--- config.mk ---
export PLATFORM = sky130hd
export DESIGN_NAME = io_block_storage_regs
export DESIGN_NICKNAME = d
export VERILOG_FILES = /design/src/logic/io_block_pkg.sv /design/src/logic/io_block_storage_regs.sv /design/src/logic/io_storage_elem.sv
export VERILOG_INCLUDE_DIRS = /design/src /design/src/logic
export SDC_FILE = /design/constraint.sdc
export NUM_CORES = 1
export LEC_CHECK = 0
export BUFFER_PORTS_ARGS = -buffer_cell sky130_fd_sc_hd__buf_4
export CORE_MARGIN = 2
export CORE_UTILIZATION = 50
export CTS_CLUSTER_SIZE = 12
export DETAILED_ROUTE_END_ITERATION = 12
export GPL_ROUTABILITY_DRIVEN = 0
export PLACE_DENSITY = 0.87
export SYNTH_ARGS = -nofsm -noshare
export SYNTH_HDL_FRONTEND = slang
export SYNTH_SLANG_ARGS = --single-unit
--- constraint.sdc ---
create_clock -name ref_clk -period 3.4 [get_ports ref_clk]
set_clock_uncertainty 0.1 [all_clocks]
set_input_delay 0.17 -clock ref_clk [delete_from_list [all_inputs] [get_ports ref_clk]]
set_output_delay 0.17 -clock ref_clk [all_outputs]
set_load 0.01 [all_outputs]
--- src/logic/io_block_consts.svh ---
// Constants for the io_block storage register block
`ifndef IO_BLOCK_CONSTS_SVH
`define IO_BLOCK_CONSTS_SVH

// APB register byte addresses
`define ADDR_POLARITY   12'h000
`define ADDR_TARGET     12'h004
`define ADDR_INITVAL    12'h008
`define ADDR_SRMODE     12'h00c
`define ADDR_MISC       12'h010
`define ADDR_STATE      12'h014

// Field positions in the MISC register
`define MISC_ASYNC_BIT  0
`define MISC_DDR_BIT    1
`define MISC_FWD_BIT    2
`define MISC_INITX_BIT  3
`define MISC_GINIT_BIT  4

// Polarity register bit positions
`define POL_ICE  0
`define POL_OCE  1
`define POL_TCE  2
`define POL_SR   3
`define POL_REV  4

// Element count and reset values
`define ELEM_COUNT      6
`define POLARITY_RESET  5'h00
`define TARGET_RESET    6'h00
`define INITVAL_RESET   6'h00
`define SRMODE_RESET    18'h00000
`define MISC_RESET      5'h08

`endif

--- src/logic/io_block_pkg.sv ---
// Types for the io_block storage register block
package io_block_pkg;

    // Set/reset option of one storage element
    typedef enum logic [2:0] {
        SR_NONE       = 3'b000,
        SR_SYNC_SET   = 3'b001,
        SR_SYNC_RST   = 3'b010,
        SR_SYNC_BOTH  = 3'b011,
        SR_ASYNC_SET  = 3'b101,
        SR_ASYNC_CLR  = 3'b110,
        SR_ASYNC_BOTH = 3'b111
    } sr_mode_t;

    // Per-element controls
    typedef struct packed {
        logic     targetOne;
        logic     initOne;
        sr_mode_t mode;
    } elem_cfg_t;

    // Raw pin-side controls of the io_block
    typedef struct packed {
        logic inputPairClockEnable;
        logic outputPairClockEnable;
        logic tristatePairClockEnable;
        logic setResetInput;
        logic reverseStateInput;
    } ctrl_pins_t;

endpackage

--- src/logic/io_block_storage_regs.sv ---
// Io_block input, output and tristate register pairs behind APB
`timescale 1ns/1ps
`include "io_block_consts.svh"

module io_block_storage_regs (
    input  wire logic        ref_clk,     // System clock, 25 MHz
    input  wire logic        rst_n,       // Async reset, active low
    input  wire logic        psel,        // APB select
    input  wire logic        penable,     // APB enable
    input  wire logic        pwrite,      // APB direction
    input  wire logic [11:0] paddr,       // APB byte address
    input  wire logic [31:0] pwdata,      // APB write data
    output logic      [31:0] prdata,      // APB read data
    output logic             pready,      // APB ready
    output logic             pslverr,     // APB error
    input  wire io_block_pkg::ctrl_pins_t ctrlPins, // Control pins
    input  wire logic [2:0]  enableConnected, // Enable pin present
    input  wire logic        padIn,       // Pad input level
    input  wire logic [1:0]  outData,     // Output data, rise/fall
    input  wire logic [1:0]  triData,     // Tristate data, rise/fall
    output logic [1:0]       inCapture,   // Captured input pair
    output logic             padOut,      // Pad output value
    output logic             padOe        // Pad output enable
);

    ////////////////////////////////////////////////////////////////////
    // Register file
    logic [4:0]  polarity;
    logic [5:0]  targetOne;
    logic [5:0]  initOne;
    logic [17:0] srMode;
    logic [4:0]  misc;
    logic        initPulse;
    logic        accessDone;

    assign pready     = 1'b1;
    assign accessDone = psel & penable;

    function automatic logic knownAddr(input logic [11:0] a);
        knownAddr = (a == `ADDR_POLARITY) || (a == `ADDR_TARGET) ||
                    (a == `ADDR_INITVAL) || (a == `ADDR_SRMODE) ||
                    (a == `ADDR_MISC) || (a == `ADDR_STATE);
    endfunction

    assign pslverr = accessDone & ~knownAddr(paddr);

    always_ff @(posedge ref_clk or negedge rst_n) begin
        if (!rst_n) begin
            polarity  <= `POLARITY_RESET;
            targetOne <= `TARGET_RESET;
            initOne   <= `INITVAL_RESET;
            srMode    <= `SRMODE_RESET;
            misc      <= `MISC_RESET;
        end else if (accessDone && pwrite) begin
            case (paddr)
                `ADDR_POLARITY: polarity <= pwdata[4:0];
                `ADDR_TARGET: begin
                    targetOne <= pwdata[5:0];
                    if (misc[`MISC_INITX_BIT])
                        initOne <= pwdata[5:0];
                end
                `ADDR_INITVAL: begin
                    initOne <= pwdata[5:0];
                    misc[`MISC_INITX_BIT] <= 1'b0;
                end
                `ADDR_SRMODE: srMode <= pwdata[17:0];
                `ADDR_MISC: misc <= pwdata[4:0];
                default: ;
            endcase
        end
    end

    // One-cycle global initialisation strobe from the MISC write
    always_ff @(posedge ref_clk or negedge rst_n) begin
        if (!rst_n)
            initPulse <= 1'b0;
        else
            initPulse <= accessDone & pwrite & (paddr == `ADDR_MISC) &
                         pwdata[`MISC_GINIT_BIT];
    end

    ////////////////////////////////////////////////////////////////////
    // Pin synchronisers
    logic [5:0] syncA;
    logic [5:0] syncB;
    logic [5:0] rawPins;

    assign rawPins = {padIn, ctrlPins.inputPairClockEnable,
                      ctrlPins.outputPairClockEnable,
                      ctrlPins.tristatePairClockEnable,
                      ctrlPins.setResetInput,
                      ctrlPins.reverseStateInput};

    always_ff @(posedge ref_clk or negedge rst_n) begin
        if (!rst_n) begin
            syncA <= 6'h00;
            syncB <= 6'h00;
        end else begin
            syncA <= rawPins;
            syncB <= syncA;
        end
    end

    ////////////////////////////////////////////////////////////////////
    // Control polarity and defaults
    logic iceAct;
    logic oceAct;
    logic tceAct;
    logic srAct;
    logic revAct;

    // Enable level after polarity, held active when no pin is fitted
    function automatic logic enableLevel(input logic fitted,
                                         input logic pin,
                                         input logic invert);
        enableLevel = fitted ? (pin ^ invert) : 1'b1;
    endfunction

    // Reverse acts on its own; a collision with set/reset goes to reset unless the element's mode enables set only
    always_comb begin
        iceAct = enableLevel(enableConnected[0], syncB[4],
                             polarity[`POL_ICE]);
        oceAct = enableLevel(enableConnected[1], syncB[3],
                             polarity[`POL_OCE]);
        tceAct = enableLevel(enableConnected[2], syncB[2],
                             polarity[`POL_TCE]);
        srAct  = syncB[1] ^ polarity[`POL_SR];
        revAct = syncB[0] ^ polarity[`POL_REV];
    end

    ////////////////////////////////////////////////////////////////////
    // Storage elements: 0,1 input; 2,3 output; 4,5 tristate
    logic [5:0] q;
    logic [5:0] ce;
    logic [5:0] d;
    logic       ddrMode;
    logic       phase;

    assign ddrMode = misc[`MISC_DDR_BIT];

    // Phase selects rising or falling half of the forwarded clock
    always_ff @(posedge ref_clk or negedge rst_n) begin
        if (!rst_n)
            phase <= 1'b0;
        else
            phase <= ~phase;
    end

    always_comb begin
        ce[1:0] = {2{iceAct}};
        ce[3:2] = {2{oceAct}};
        ce[5:4] = {2{tceAct}};
        if (ddrMode) begin
            ce[2] = oceAct & ~phase;
            ce[3] = oceAct & phase;
            ce[0] = iceAct & ~phase;
            ce[1] = iceAct & phase;
        end
        d[1:0] = {2{syncB[5]}};
        d[3:2] = misc[`MISC_FWD_BIT] ? 2'b01 : outData;
        d[5:4] = triData;
    end

    genvar gi;
    generate
        for (gi = 0; gi < `ELEM_COUNT; gi++) begin : gElem
            io_storage_elem uElem (
                .clk        (ref_clk),
                .rst_n      (rst_n),
                .initPulse  (initPulse),
                .cfg        ({targetOne[gi], initOne[gi],
                              io_block_pkg::sr_mode_t'(srMode[3*gi +: 3])}),
                .blockAsync (misc[`MISC_ASYNC_BIT]),
                .ce         (ce[gi]),
                .srAct      (srAct),
                .revAct     (revAct),
                .d          (d[gi]),
                .q          (q[gi])
            );
        end
    endgenerate

    ////////////////////////////////////////////////////////////////////
    // Outputs
    always_ff @(posedge ref_clk or negedge rst_n) begin
        if (!rst_n) begin
            padOut    <= 1'b0;
            padOe     <= 1'b0;
            inCapture <= 2'b00;
        end else begin
            padOut    <= ddrMode ? (phase ? q[2] : q[3]) : q[2];
            padOe     <= ~(ddrMode ? (phase ? q[4] : q[5]) : q[4]);
            inCapture <= q[1:0];
        end
    end

    always_ff @(posedge ref_clk or negedge rst_n) begin
        if (!rst_n)
            prdata <= 32'h00000000;
        else if (psel && !penable && !pwrite) begin
            case (paddr)
                `ADDR_POLARITY: prdata <= {27'h0, polarity};
                `ADDR_TARGET:   prdata <= {26'h0, targetOne};
                `ADDR_INITVAL:  prdata <= {26'h0, initOne};
                `ADDR_SRMODE:   prdata <= {14'h0, srMode};
                `ADDR_MISC:     prdata <= {27'h0, misc};
                `ADDR_STATE:    prdata <= {26'h0, q};
                default:        prdata <= 32'h00000000;
            endcase
        end
    end

    ////////////////////////////////////////////////////////////////////
    // Assertions
    elem_reset_wins_a: assert property (
        @(posedge ref_clk) disable iff (!rst_n)
        (srAct && revAct && !initPulse && srMode[7:6] == 2'b11 &&
         (ce[2] || (srMode[8] && misc[`MISC_ASYNC_BIT]))) |=> !q[2])
        else $error("reset did not win on output element");

    init_load_a: assert property (
        @(posedge ref_clk) disable iff (!rst_n)
        initPulse |=> (q == $past(initOne)))
        else $error("initial value not loaded");

    ce_hold_a: assert property (
        @(posedge ref_clk) disable iff (!rst_n)
        (!tceAct && !srAct && !revAct && !initPulse) |=> $stable(q[5:4]))
        else $error("tristate pair changed without enable");

    ce_default_a: assert property (
        @(posedge ref_clk) disable iff (!rst_n)
        !enableConnected[0] |-> iceAct)
        else $error("unconnected enable not active");

    rev_opposite_a: assert property (
        @(posedge ref_clk) disable iff (!rst_n)
        (revAct && !srAct && !initPulse && srMode[1:0] == 2'b11 &&
         (ce[0] || (srMode[2] && misc[`MISC_ASYNC_BIT]))) |=>
        (q[0] == !$past(targetOne[0])))
        else $error("reverse did not force opposite");

    set_target_a: assert property (
        @(posedge ref_clk) disable iff (!rst_n)
        (srAct && !revAct && !initPulse && ce[1] &&
         srMode[5:3] == 3'b011 && targetOne[1]) |=> q[1])
        else $error("set target not reached");

    clear_target_a: assert property (
        @(posedge ref_clk) disable iff (!rst_n)
        (srAct && !revAct && !initPulse && ce[3] &&
         srMode[10:9] == 2'b11 && !targetOne[3]) |=> !q[3])
        else $error("clear target not reached");

    fwd_high_a: assert property (
        @(posedge ref_clk) disable iff (!rst_n)
        (misc[`MISC_FWD_BIT] && ce[2] && !srAct && !revAct &&
         !initPulse) |=> q[2])
        else $error("forwarded clock high half not loaded");

    fwd_low_a: assert property (
        @(posedge ref_clk) disable iff (!rst_n)
        (misc[`MISC_FWD_BIT] && ce[3] && !srAct && !revAct &&
         !initPulse) |=> !q[3])
        else $error("forwarded clock low half not loaded");

    init_follow_a: assert property (
        @(posedge ref_clk) disable iff (!rst_n)
        (accessDone && pwrite && paddr == `ADDR_TARGET &&
         misc[`MISC_INITX_BIT]) |=> (initOne == $past(pwdata[5:0])))
        else $error("initial value did not follow target");

    async_bypass_a: assert property (
        @(posedge ref_clk) disable iff (!rst_n)
        (srAct && !initPulse && misc[`MISC_ASYNC_BIT] &&
         srMode[14:12] == 3'b111 && !targetOne[4]) |=> !q[4])
        else $error("async clear needed the enable");

    sync_gated_a: assert property (
        @(posedge ref_clk) disable iff (!rst_n)
        (!ce[5] && !initPulse &&
         !(srMode[17] && misc[`MISC_ASYNC_BIT])) |=> $stable(q[5]))
        else $error("element moved without enable");

    ddr_alternate_a: assert property (
        @(posedge ref_clk) disable iff (!rst_n)
        ddrMode |=> (padOut == ($past(phase) ? $past(q[2])
                                              : $past(q[3]))))
        else $error("double-rate pin mux wrong");

    polarity_sel_a: assert property (
        @(posedge ref_clk) disable iff (!rst_n)
        (enableConnected[1] && !polarity[`POL_OCE]) |->
        (oceAct == syncB[3]))
        else $error("enable polarity wrong");

endmodule // io_block_storage_regs

--- src/logic/io_storage_elem.sv ---
// One storage element with set/reset, reverse and initial state
`timescale 1ns/1ps
`include "io_block_consts.svh"

module io_storage_elem (
    input  wire logic                 clk,        // Element clock
    input  wire logic                 rst_n,      // Async reset, active low
    input  wire logic                 initPulse,  // Global initialisation
    input  wire io_block_pkg::elem_cfg_t cfg,     // Element controls
    input  wire logic                 blockAsync, // Io_block style
    input  wire logic                 ce,         // Clock enable
    input  wire logic                 srAct,      // Set/reset active
    input  wire logic                 revAct,     // Reverse active
    input  wire logic                 d,          // Data in
    output logic                      q           // Stored value
);

    logic wantSet;
    logic wantRst;
    logic useAsync;

    // Set/reset drives target, reverse drives its opposite
    always_comb begin
        wantSet  = (srAct & cfg.targetOne) | (revAct & ~cfg.targetOne);
        wantRst  = (srAct & ~cfg.targetOne) | (revAct & cfg.targetOne);
        useAsync = blockAsync & cfg.mode[2];
        if (!cfg.mode[0])
            wantSet = 1'b0;
        if (!cfg.mode[1])
            wantRst = 1'b0;
    end

    // Async forms act on the asserted request at the next sample
    always_ff @(posedge clk or negedge rst_n) begin
        if (!rst_n) begin
            q <= 1'b0;
        end else if (initPulse) begin
            q <= cfg.initOne;
        end else if (wantRst && (useAsync || ce)) begin
            q <= 1'b0;
        end else if (wantSet && (useAsync || ce)) begin
            q <= 1'b1;
        end else if (ce) begin
            q <= d;
        end
    end

endmodule // io_storage_elem

==> flow_summary.yaml, run 1 <==
detailed_routing:
  detailroute.via_count: 3168
  wl_per_cell_um: 18.5
  antenna_violating_nets_post_route: 0
  initialDrtViolationCount: 336
  route.detailed.vias_per_inst: 5.92
  drc_errors: 0
  drt_pre_antenna_iters: 5
  postRouteWirelength_mm: 9.92
timing:
  slew_violations: 0
  worst_hold_slack_across_all_endpoints_ns: 0.0950
  period_minus_slack_ns: 2.37
  report.final.hold_viol_count: 0
  fin_crit_sh_pct: 69.6
  worst_pin_slew_ns: 1.01
  relative_max_transition_margin_pct: 32.9
  timing.fmax_mhz: 422
  grt_setup_unrepaired: "false"
  totalNegativeSetupSlack_ns: 0
  setup_violations: 0
clock_network:
  max-clock-path-buffers: 2
  cts_inserted_buffers: 9
  htree_levels: 3
  cts.sinks: 82
  clock-root-buffer: "sky130_fd_sc_hd__clkbuf_8"
  post-cts-setup-buffer-count: 0
  cts_tree: "yes"
  ctsResizeCount: 0
  clock_latency_ns: 0.36
  clock_transition_time_at_the_flip_flop_clock_pins_of_the_worst_setup_and_hold_paths_ns: 0.09
  cts_hold_repair.buffers: 25
synthesis:
  avgSynthCellArea_um2: 11.6
  seq_area_frac_synth_pct: 52.9
  postSynthRegisterBits: 82
  ys_async_sr_fraction_pct: 100
  post_synth_main_area_contributors: "sky130_fd_sc_hd__dfrtp_1 52%, sky130_fd_sc_hd__mux2_2 12%, sky130_fd_sc_hd__mux2i_1 3.6%"
  yosysTopAreaCell: "sky130_fd_sc_hd__dfrtp_1"
  synth-main-ff-cell: "sky130_fd_sc_hd__dfrtp_1"
  ys_warn_count: 0
  synth_enable_flop_cells: 0
  synthDominantCellAreaShare_pct: 52.2
  synth.most_common_cell: "sky130_fd_sc_hd__dfrtp_1"
  syn_area_um2: 3880
  netlist_instances: 334
  yosysUniqueCellTypes: 51
  synth.top_cells.by_count: "81 x sky130_fd_sc_hd__dfrtp_1, 42 x sky130_fd_sc_hd__mux2_2, 28 x sky130_fd_sc_hd__nand2_1"
job:
  drv_cap: 0
pwr:
  total_power_mw: 1.97
  power_switching_share_pct: 25.4
  power_frac_clock_pct: 37.9
  p_int_mw: 1.47
  power_density_nw_per_um2: 402
  vdd_drop_max_v: 0.000265
  netSwitchingPower_uw: 500
  total_leakage_power_nw: 2.25
  pwr-share-comb_pct: 10.4
  seq_power_share_pct: 51.7
die:
  initial_core_util_pct: 51.0
  die_width_um: 92.1
  design.portCount: 100
  core-area_um2: 7610
  die_height_um: 92.1
  die_area_um2: 8480
  row_count: 32
setup_path:
  type_of_element_capturing_the_critical_path: "flip-flop"
  r2r.worst_path.cells: 5
  reg2reg_setup_slack_ns: 1.03
  worst_ep_arrival_time_ns: 2.57
  timing.critical_path.from_type: "flip-flop"
  critical_path_class: "reg -> reg"
  worstReg2RegStart: "polarity[4]"
  path_max_fanout: 7
  worstPathRequired_ns: 3.60
  endpoint_of_the_worst_slack_reg_to_reg_timing_path: "gElem[2].uElem.q"
global_routing:
  grt_remaining_overflow: 0
  grt_start_max_net_pins: 83
  global_route.usage.total_pct: 24.0
  number_of_antenna_violations_at_the_first_check_in_global_routing: 0
  grt_pass1_wl_mm: 15.6
  first_global_vias: 3159
finish:
  nFillCells: 580
  design.final.nets: 490
  flow.area_growth_from_synthesis_pct: 26.3
  layoutNonFillerInstCount: 535
  proportion_of_layout_cells_with_a_drive_suffix_above_1_pct: 32.3
  diodes: 0
placed_design:
  dpl.cell_count: 494
  place.detailed.hpwl_mm: 6.56
  io_buffers: 70
min_path:
  worst_hold_path.endpoint: "gElem[5].uElem.q"
  worstHoldPathCells: 4
  timing.hold.worst.start: "triData[1]"
  min-delay-path-class: "in -> reg"
outcome:
  result_of_the_run: "complete, no violations"
-- flip-flops by register name, summed over array words and instances (netlist names) --
register       cells
prdata            18
srMode            18
gElem.uElem.q      6
initOne            6
syncA              6
syncB              6
targetOne          6
misc               5
polarity           5
inCapture          2
initPulse          1
padOe              1
padOut             1
phase              1
-- per-layer routing --
layer	up-vias	global-route usage [%]	wire length, um	share of wire [%]
met1	1587	29.1	3900	39
met5	-	0	0	0
met2	157	41.0	5160	52
li1	1398	-	-	-
met4	0	9.95	199	2.0
met3	26	5.83	663	6.7
-- critical path, cell delays in order, from the launching register on --
cell and delay (ns):
sky130_fd_sc_hd__dfrtp_1 0.45, sky130_fd_sc_hd__xnor2_1 0.60, sky130_fd_sc_hd__mux2i_1 0.16, sky130_fd_sc_hd__and3_1 0.21, sky130_fd_sc_hd__a2111oi_0 0.59, sky130_fd_sc_hd__a221o_1 0.20
-- power by group through the flow --
stage / clock [mW] / combinational (mW) / sequential, mW
global placement: 0 / 0.174 / 1.04
detailed placement: 0 / 0.180 / 1.04
global route: 0.801 / 0.224 / 1.02
floorplan: 0 / 0.0802 / 1.04
CTS: 0.756 / 0.204 / 1.02
finish: 0.747 / 0.206 / 1.02
-- metrics by stage --
stage / util, % / cell area (um^2) / setup slack, ns
global placement: 58.4 / 4440 / 1.13
CTS: 64.4 / 4900 / 1.20
detailed placement: 58.4 / 4440 / 1.11
global route: 64.4 / 4900 / 0.963
finish: 64.4 / 4900 / 1.03
floorplan: - / 3930 / 1.46
-- worst max path at each step --
| stage | start | to | slack, ns | depth (start not counted) |
|---|---|---|---|---|
| final | polarity[4] | gElem[2].uElem.q | 1.03 | 5 |
| after global routing | polarity[4] | gElem[2].uElem.q | 0.96 | 5 |
| after CTS | polarity[4] | gElem[2].uElem.q | 1.20 | 5 |
| after detailed placement | paddr[9] | targetOne[2] | 1.11 | 5 |
| after global placement | paddr[9] | polarity[0] | 1.13 | 5 |
| after floorplan | paddr[9] | targetOne[0] | 1.46 | 4 |
-- layout make-up --
class / instances / area [um^2] / area share [%]
clock inverter: 6 / 71.3 / 1.45
timing repair buffer: 97 / 791 / 16.1
tap: 102 / 128 / 2.60
inverter: 1 / 3.75 / 0.0766
clock buffer: 10 / 138 / 2.81
multi-input combinational: 237 / 1720 / 35.0
sequential: 82 / 2050 / 41.9
-- cells by family (layout without fill, tap and decap cells) --
logic type,count (synthesis),count (layout),synth area share (%)
DFF,82,82,52.9
muxes,56,56,15.8
xor gates and xnor gates,6,6,1.35
AOI/OAI and AO/OA,70,70,13.0
and+or+nand+nor,90,90,12.5
buffers and inverters,28,114,4.26
other,2,15,0.193
-- cell usage in the layout (no fill, tap or decap), drive strengths merged, types with 6 or more instances in the layout --
cell type    instances
nor2                16
nor3                 6
dfrtp               81
mux2                42
conb                15
nand2               28
a22o                12
a21oi               13
mux2i               14
buf                 72
o21ai                8
nand3               11
dlygate4sd3         25
a22oi                6
clkbuf              10
(Power assumes the default switching activity.)
==> run 2, diff against run 1 <==
--- a/config.mk
+++ b/config.mk
@@ -6,13 +6,14 @@
 export SDC_FILE = /design/constraint.sdc
 export NUM_CORES = 1
 export LEC_CHECK = 0
+export ABC_AREA = 1
 export BUFFER_PORTS_ARGS = -buffer_cell sky130_fd_sc_hd__buf_4
 export CORE_MARGIN = 2
-export CORE_UTILIZATION = 50
+export CORE_UTILIZATION = 49
 export CTS_CLUSTER_SIZE = 12
 export DETAILED_ROUTE_END_ITERATION = 12
 export GPL_ROUTABILITY_DRIVEN = 0
-export PLACE_DENSITY = 0.87
+export PLACE_DENSITY = 0.88
 export SYNTH_ARGS = -nofsm -noshare
 export SYNTH_HDL_FRONTEND = slang
 export SYNTH_SLANG_ARGS = --single-unit
==> constraint.sdc (replaced) <==
create_clock -name ref_clk -period 2.1 [get_ports ref_clk]
set_clock_uncertainty 0.1 [all_clocks]
set_input_delay 0.105 -clock ref_clk [delete_from_list [all_inputs] [get_ports ref_clk]]
set_output_delay 0.105 -clock ref_clk [all_outputs]
set_load 0.01 [all_outputs]
==> flow_summary.yaml, run 2 <==
die:
  row_count: 33
  die_width_um: 96.5
  initial_core_util_pct: 50.8
  die_area_um2: 9310
  core-area_um2: 8260
  design.portCount: 100
  die_height_um: 96.5
placed_design:
  place.detailed.hpwl_mm: 7.92
  place_worst_setup_slack_ns: 0.393
  io_buffers: 70
  dpl.cell_count: 715
synthesis:
  synth-main-ff-cell: "sky130_fd_sc_hd__dfrtp_1"
  seq_area_frac_synth_pct: 49.0
  post_synth_main_area_contributors: "sky130_fd_sc_hd__dfrtp_1 48%, sky130_fd_sc_hd__nand2_1 18%, sky130_fd_sc_hd__nand3_1 7.6%"
  combinational_family_with_the_most_area_after_synthesis: "simple AND/OR/NAND/NOR gates"
  synth-simple-area-share_pct: 33.6
  ys_async_sr_fraction_pct: 100
  synth.top_cells.by_count: "197 x sky130_fd_sc_hd__nand2_1, 81 x sky130_fd_sc_hd__dfrtp_1, 64 x sky130_fd_sc_hd__nand3_1"
  synth_xor_area_share_pct: 0
  yosysTopAreaCell: "sky130_fd_sc_hd__dfrtp_1"
  yosysUniqueCellTypes: 31
  yosys-mux-area-fraction_pct: 0
  netlist_instances: 550
  syn_area_um2: 4190
  avgSynthCellArea_um2: 7.62
  ys_warn_count: 0
  share_of_the_synthesized_area_in_compound_gates_ao_oa_aoi_oai_pct: 8.83
  synth.most_common_cell: "sky130_fd_sc_hd__nand2_1"
  synth_enable_flop_cells: 0
  synthDominantCellAreaShare_pct: 48.3
  postSynthRegisterBits: 82
  synthesized_area_fraction_occupied_by_adder_cells_pct: 0
timing:
  totalNegativeSetupSlack_ns: 0
  worst_pin_slew_ns: 0.544
  report.final.hold_viol_count: 0
  worst_hold_slack_across_all_endpoints_ns: 0.0466
  slew_violations: 0
  fin_crit_sh_pct: 83.3
  period_minus_slack_ns: 1.75
  worst_slack_ns: 0.351
  setup_violations: 0
  relative_max_transition_margin_pct: 63.8
  grt_setup_unrepaired: "false"
  timing.fmax_mhz: 572
global_routing:
  first_global_vias: 3874
  global_route.usage.total_pct: 25.5
  grt_start_max_net_pins: 43
  number_of_antenna_violations_at_the_first_check_in_global_routing: 0
  grt_pass1_wl_mm: 18.0
  grt_remaining_overflow: 0
finish:
  design.final.nets: 708
  layout.cells.most_common_list: "197 x sky130_fd_sc_hd__nand2_1, 81 x sky130_fd_sc_hd__dfrtp_1, 73 x sky130_fd_sc_hd__buf_4"
  reg_top3: "prdata x18, srMode x18"
  layoutNonFillerInstCount: 756
  layout.cells.most_common: "sky130_fd_sc_hd__nand2_1"
  proportion_of_layout_cells_with_a_drive_suffix_above_1_pct: 16.0
  diodes: 0
  utilization_pct: 63.6
  nFillCells: 684
  flow.area_growth_from_synthesis_pct: 25.3
clock_network:
  clock-root-buffer: "sky130_fd_sc_hd__clkbuf_8"
  clock_latency_ns: 0.35
  cts.sinks: 82
  cts_tree: "yes"
  ctsResizeCount: 0
  htree_levels: 3
  max-clock-path-buffers: 2
  cts_inserted_buffers: 9
  clock_transition_time_at_the_flip_flop_clock_pins_of_the_worst_setup_and_hold_paths_ns: 0.08
setup_path:
  worstReg2RegStart: "polarity[3]"
  timing.critical_path.from_type: "flip-flop"
  path_max_fanout: 7
  critical_path_class: "reg -> reg"
  worstPathRequired_ns: 2.23
  worst_ep_arrival_time_ns: 1.88
  crit_path_start: "polarity[3]"
  type_of_element_capturing_the_critical_path: "flip-flop"
job:
  drv_cap: 0
pwr:
  total_leakage_power_nw: 2.72
  power_density_nw_per_um2: 635
  vdd_drop_max_v: 0.000384
detailed_routing:
  drc_errors: 0
  wl_per_cell_um: 15.0
  drt_pre_antenna_iters: 6
  detailroute.via_count: 4157
  initialDrtViolationCount: 500
  antenna_violating_nets_post_route: 0
  postRouteWirelength_mm: 11.3
  route.detailed.vias_per_inst: 5.50
min_path:
  min-delay-path-class: "in -> reg"
  timing.hold.worst.start: "triData[1]"
outcome:
  result_of_the_run: "complete, no violations"
[run 2: cell count changes in the layout (fill, tap and decap cells not counted), moves of 6 or more]
cell                      change
sky130_fd_sc_hd__a22oi_1      -6
sky130_fd_sc_hd__a22o_1      -12
sky130_fd_sc_hd__inv_1       +42
sky130_fd_sc_hd__o21ai_0     +47
sky130_fd_sc_hd__mux2_2      -42
sky130_fd_sc_hd__nand2_1    +169
sky130_fd_sc_hd__nand4_1      +8
sky130_fd_sc_hd__nor2_1      +20
sky130_fd_sc_hd__nand3_1     +54
sky130_fd_sc_hd__mux2i_1     -14
[run 2: cell families (layout without fill, tap and decap cells)]
| kind of cell | after synthesis | count (layout) |
|---|---|---|
| flops | 82 | 82 |
| buf+inv | 76 | 164 |
| simple gates | 320 | 320 |
| compound gates | 70 | 70 |
| other cells | 2 | 15 |
[run 2: per-stage QoR]
step                instance area (um^2)  power (mW)
floorplan                           4240        1.83
global placement                    4770        1.98
detailed placement                  4770        1.99
CTS                                 5260        3.34
global route                        5260        3.45
finish                              5260        3.34
[run 2: layout make-up]
type / count / area (um^2) / share of cell area [%]
clock buffer: 11 / 131 / 2.50
clock inverter: 5 / 103 / 1.95
tap: 105 / 131 / 2.50
multi-input combinational: 405 / 1830 / 34.9
inverter: 49 / 184 / 3.50
sequential: 82 / 2050 / 39.1
timing repair buffer: 99 / 818 / 15.6
[run 2: worst max-delay path: stages (launching register included)]
cell	delay [ns]
sky130_fd_sc_hd__dfrtp_1	0.43
sky130_fd_sc_hd__inv_1	0.07
sky130_fd_sc_hd__nand2_1	0.16
sky130_fd_sc_hd__nand2_1	0.26
sky130_fd_sc_hd__nor2_1	0.06
sky130_fd_sc_hd__nor2_1	0.18
sky130_fd_sc_hd__a21oi_1	0.09
sky130_fd_sc_hd__nand2_1	0.09
sky130_fd_sc_hd__nand2_1	0.06
sky130_fd_sc_hd__nand2_1	0.07
sky130_fd_sc_hd__nand2_1	0.06
[run 2: per-layer routing]
| metal | up-vias | wire [um] | global-route usage (%) |
|---|---|---|---|
| met2 | 272 | 5400 | 40.5 |
| met1 | 1905 | 4330 | 32.6 |
| met4 | 0 | 344 | 11.4 |
| met3 | 37 | 1250 | 7.37 |
| met5 | - | 0 | 0 |
| li1 | 1943 | - | - |
[run 2: path summary, 6_finish.rpt]
kind	cells after the start	endpoint	slack, ns
min in group asynchronous	2	targetOne[1]	0.21
max in group asynchronous	3	prdata[14]	1.10
setup / recovery	10	gElem[3].uElem.q	0.35
hold / removal	7	gElem[5].uElem.q	0.05
setup reg to reg	10	gElem[3].uElem.q	0.35
hold reg to reg	0	syncB[4]	0.25
[run 2: power breakdown]
| group | switching (mW) | internal, mW | total (mW) |
|---|---|---|---|
| clock | 0.553 | 0.789 | 1.34 |
| sequential | 0.0250 | 1.62 | 1.65 |
| combinational | 0.187 | 0.164 | 0.351 |
[run 2: what timing repair did]
action | CTS | global route
hold buffers | 25 | 0
hold endpoints to repair | 68 | 0
buffers inserted | 0 | 0
endpoints found under the setup margin | 0 | 0
==> run 3, diff against run 2 <==
==> constraint.sdc (replaced) <==
create_clock -name ref_clk -period 1.53 [get_ports ref_clk]
set_clock_uncertainty 0.1 [all_clocks]
set_input_delay 0.0765 -clock ref_clk [delete_from_list [all_inputs] [get_ports ref_clk]]
set_output_delay 0.0765 -clock ref_clk [all_outputs]
set_load 0.01 [all_outputs]
==> flow_summary.yaml, run 3 (synthesized netlist as in run 2, its figures left out) <==
setup_path:
  worstPathRequired_ns: 1.69
  depth_of_the_critical_timing_path_with_buffers_and_inverters_included: 11
  cpMaxStageDelayCell: "sky130_fd_sc_hd__dfrtp_1"
  critical-path-max-stage-delay_ns: 0.42
  timing.critical_path.from_type: "flip-flop"
  critical_path.most_common_cell: "sky130_fd_sc_hd__nand2_1"
  critical_path_class: "reg -> reg"
  type_of_element_capturing_the_critical_path: "flip-flop"
  worst_ep_arrival_time_ns: 1.89
  path_max_fanout: 4
  worst-path-buf-inv: 2
  cp_top_family: "simple AND/OR/NAND/NOR gates"
  r2r.worst_path.cells: 11
  crit_path_cell_trace: "inv_1, nand2_2, buf_4, nand3_1, nand2_1, nor2_2, a21oi_1, nand2_1, nand2_1, nand2_1, nand2_1"
detailed_routing:
  postRouteWirelength_mm: 12.5
  drc_errors: 0
  initialDrtViolationCount: 826
  route.detailed.vias_per_inst: 5.67
  drt_pre_antenna_iters: 10
  antenna_violating_nets_post_route: 0
  wl_per_cell_um: 16.0
  detailroute.via_count: 4419
timing:
  report.final.hold_viol_count: 0
  setup_violations: 4
  period_minus_slack_ns: 1.73
  fin_crit_sh_pct: 113
  grt_setup_unrepaired: "true"
  slew_violations: 0
  relative_max_transition_margin_pct: 63.3
  timing.fmax_mhz: 579
  worst_slack_ns: -0.198
  worst_pin_slew_ns: 0.551
finish:
  layout.cells.most_common_list: "187 x sky130_fd_sc_hd__nand2_1, 88 x sky130_fd_sc_hd__buf_4, 78 x sky130_fd_sc_hd__dfrtp_1"
  flow.area_growth_from_synthesis_pct: 32.0
  design.final.nets: 731
  diodes: 0
  layout.cells.most_common: "sky130_fd_sc_hd__nand2_1"
  nFillCells: 629
  reg_top3: "prdata x18, srMode x18"
  proportion_of_layout_cells_with_a_drive_suffix_above_1_pct: 22.4
  layoutNonFillerInstCount: 779
global_routing:
  number_of_antenna_violations_at_the_first_check_in_global_routing: 0
  first_global_vias: 4094
  grt_pass1_wl_mm: 19.2
  global_route.usage.total_pct: 27.2
  grt_remaining_overflow: 0
  grt_start_max_net_pins: 34
die:
  row_count: 33
  core-area_um2: 8260
  die_area_um2: 9310
  die_height_um: 96.5
  die_width_um: 96.5
  design.portCount: 100
  initial_core_util_pct: 50.8
placed_design:
  io_buffers: 70
  dpl.cell_count: 734
  place.detailed.hpwl_mm: 8.17
pwr:
  total_leakage_power_nw: 2.85
  power_switching_share_pct: 25.6
  seq_power_share_pct: 52.6
  power_density_nw_per_um2: 777
  p_int_mw: 3.20
  total_power_mw: 4.30
  vdd_drop_max_v: 0.000492
  netSwitchingPower_mw: 1.10
  power_frac_clock_pct: 35.3
  pwr-share-comb_pct: 12.1
outcome:
  failing_checks: "negative setup slack"
  result_of_the_run: "finished, violations left"
clock_network:
  max-clock-path-buffers: 2
  cts_inserted_buffers: 9
  cts.sinks: 82
  clock-root-buffer: "sky130_fd_sc_hd__clkbuf_8"
  clock_latency_ns: 0.38
  clock_transition_time_at_the_flip_flop_clock_pins_of_the_worst_setup_and_hold_paths_ns: 0.08
  htree_levels: 3
  cts_tree: "yes"
min_path:
  min-delay-path-class: "in -> reg"
  worstHoldPathCells: 7
job:
  drv_cap: 0
==> run 3: path summary, 6_finish.rpt <==
check | startpoint | end | slack, ns
max reg2reg | polarity[4] | gElem[1].uElem.q | -0.20
min in group asynchronous | rst_n | polarity[0] | 0.12
max | polarity[4] | gElem[1].uElem.q | -0.20
max in group asynchronous | rst_n | misc[3] | 0.65
min | outData[0] | gElem[2].uElem.q | 0.01
min reg2reg | syncA[5] | syncB[5] | 0.25
==> run 3: area by class of cell <==
type	count	area, um^2	area share (%)
inverter	49	184	3.32
clock inverter	3	21.3	0.384
sequential	82	2060	37.2
tap	105	131	2.37
timing repair buffer	122	1050	19.1
clock buffer	13	169	3.05
multi-input combinational	405	1920	34.6
==> run 3: timing repair <==
| item | CTS | global route |
|---|---|---|
| hold buffers | 26 | 0 |
| setup buffers | 0 | 3 |
| resized for setup | 3 | 29 |
| hold endpoints to repair | 123 | 0 |
| endpoints found under the setup margin | 3 | 6 |
| pin swaps | 0 | 14 |
==> run 3: power groups by stage <==
stage               sequential, mW  combinational (mW)  clock [mW]
floorplan                     2.31               0.200           0
global placement              2.30               0.433           0
detailed placement            2.30               0.446           0
CTS                           2.26               0.503        1.51
global route                  2.27               0.573        1.59
finish                        2.26               0.522        1.52
==> run 3: worst register-to-register path: cells and delay by family, from the launching register on <==
family                 cells  cell delay [ns]
AO/OA/AOI/OAI              1             0.10
AND/OR/NAND/NOR            8             0.75
flip-flops                 1             0.42
buffers and inverters      2             0.24
==> run 3: per-stage QoR <==
step                utilization, %  cell area [um^2]  setup TNS, ns  setup WS (ns)  hold slack, ns
finish                        67.0              5530         -0.246         -0.198          0.0128
global route                  67.0              5530         -0.735         -0.292          0.0446
CTS                           65.7              5420              0        0.00143         0.00759
detailed placement            60.1              4960        -0.0318        -0.0318         -0.0479
global placement              60.1              4960              0         0.0368         -0.0552
floorplan                        -              4240              0          0.172          -0.319
==> run 3: per-layer routing <==
layer | track usage, % | part of all wire, % | up-vias
met5 | 0 | 0 | -
li1 | - | - | 1986
met3 | 4.73 | 12 | 81
met4 | 14.0 | 4.9 | 0
met1 | 35.7 | 36 | 1990
met2 | 43.3 | 47 | 362
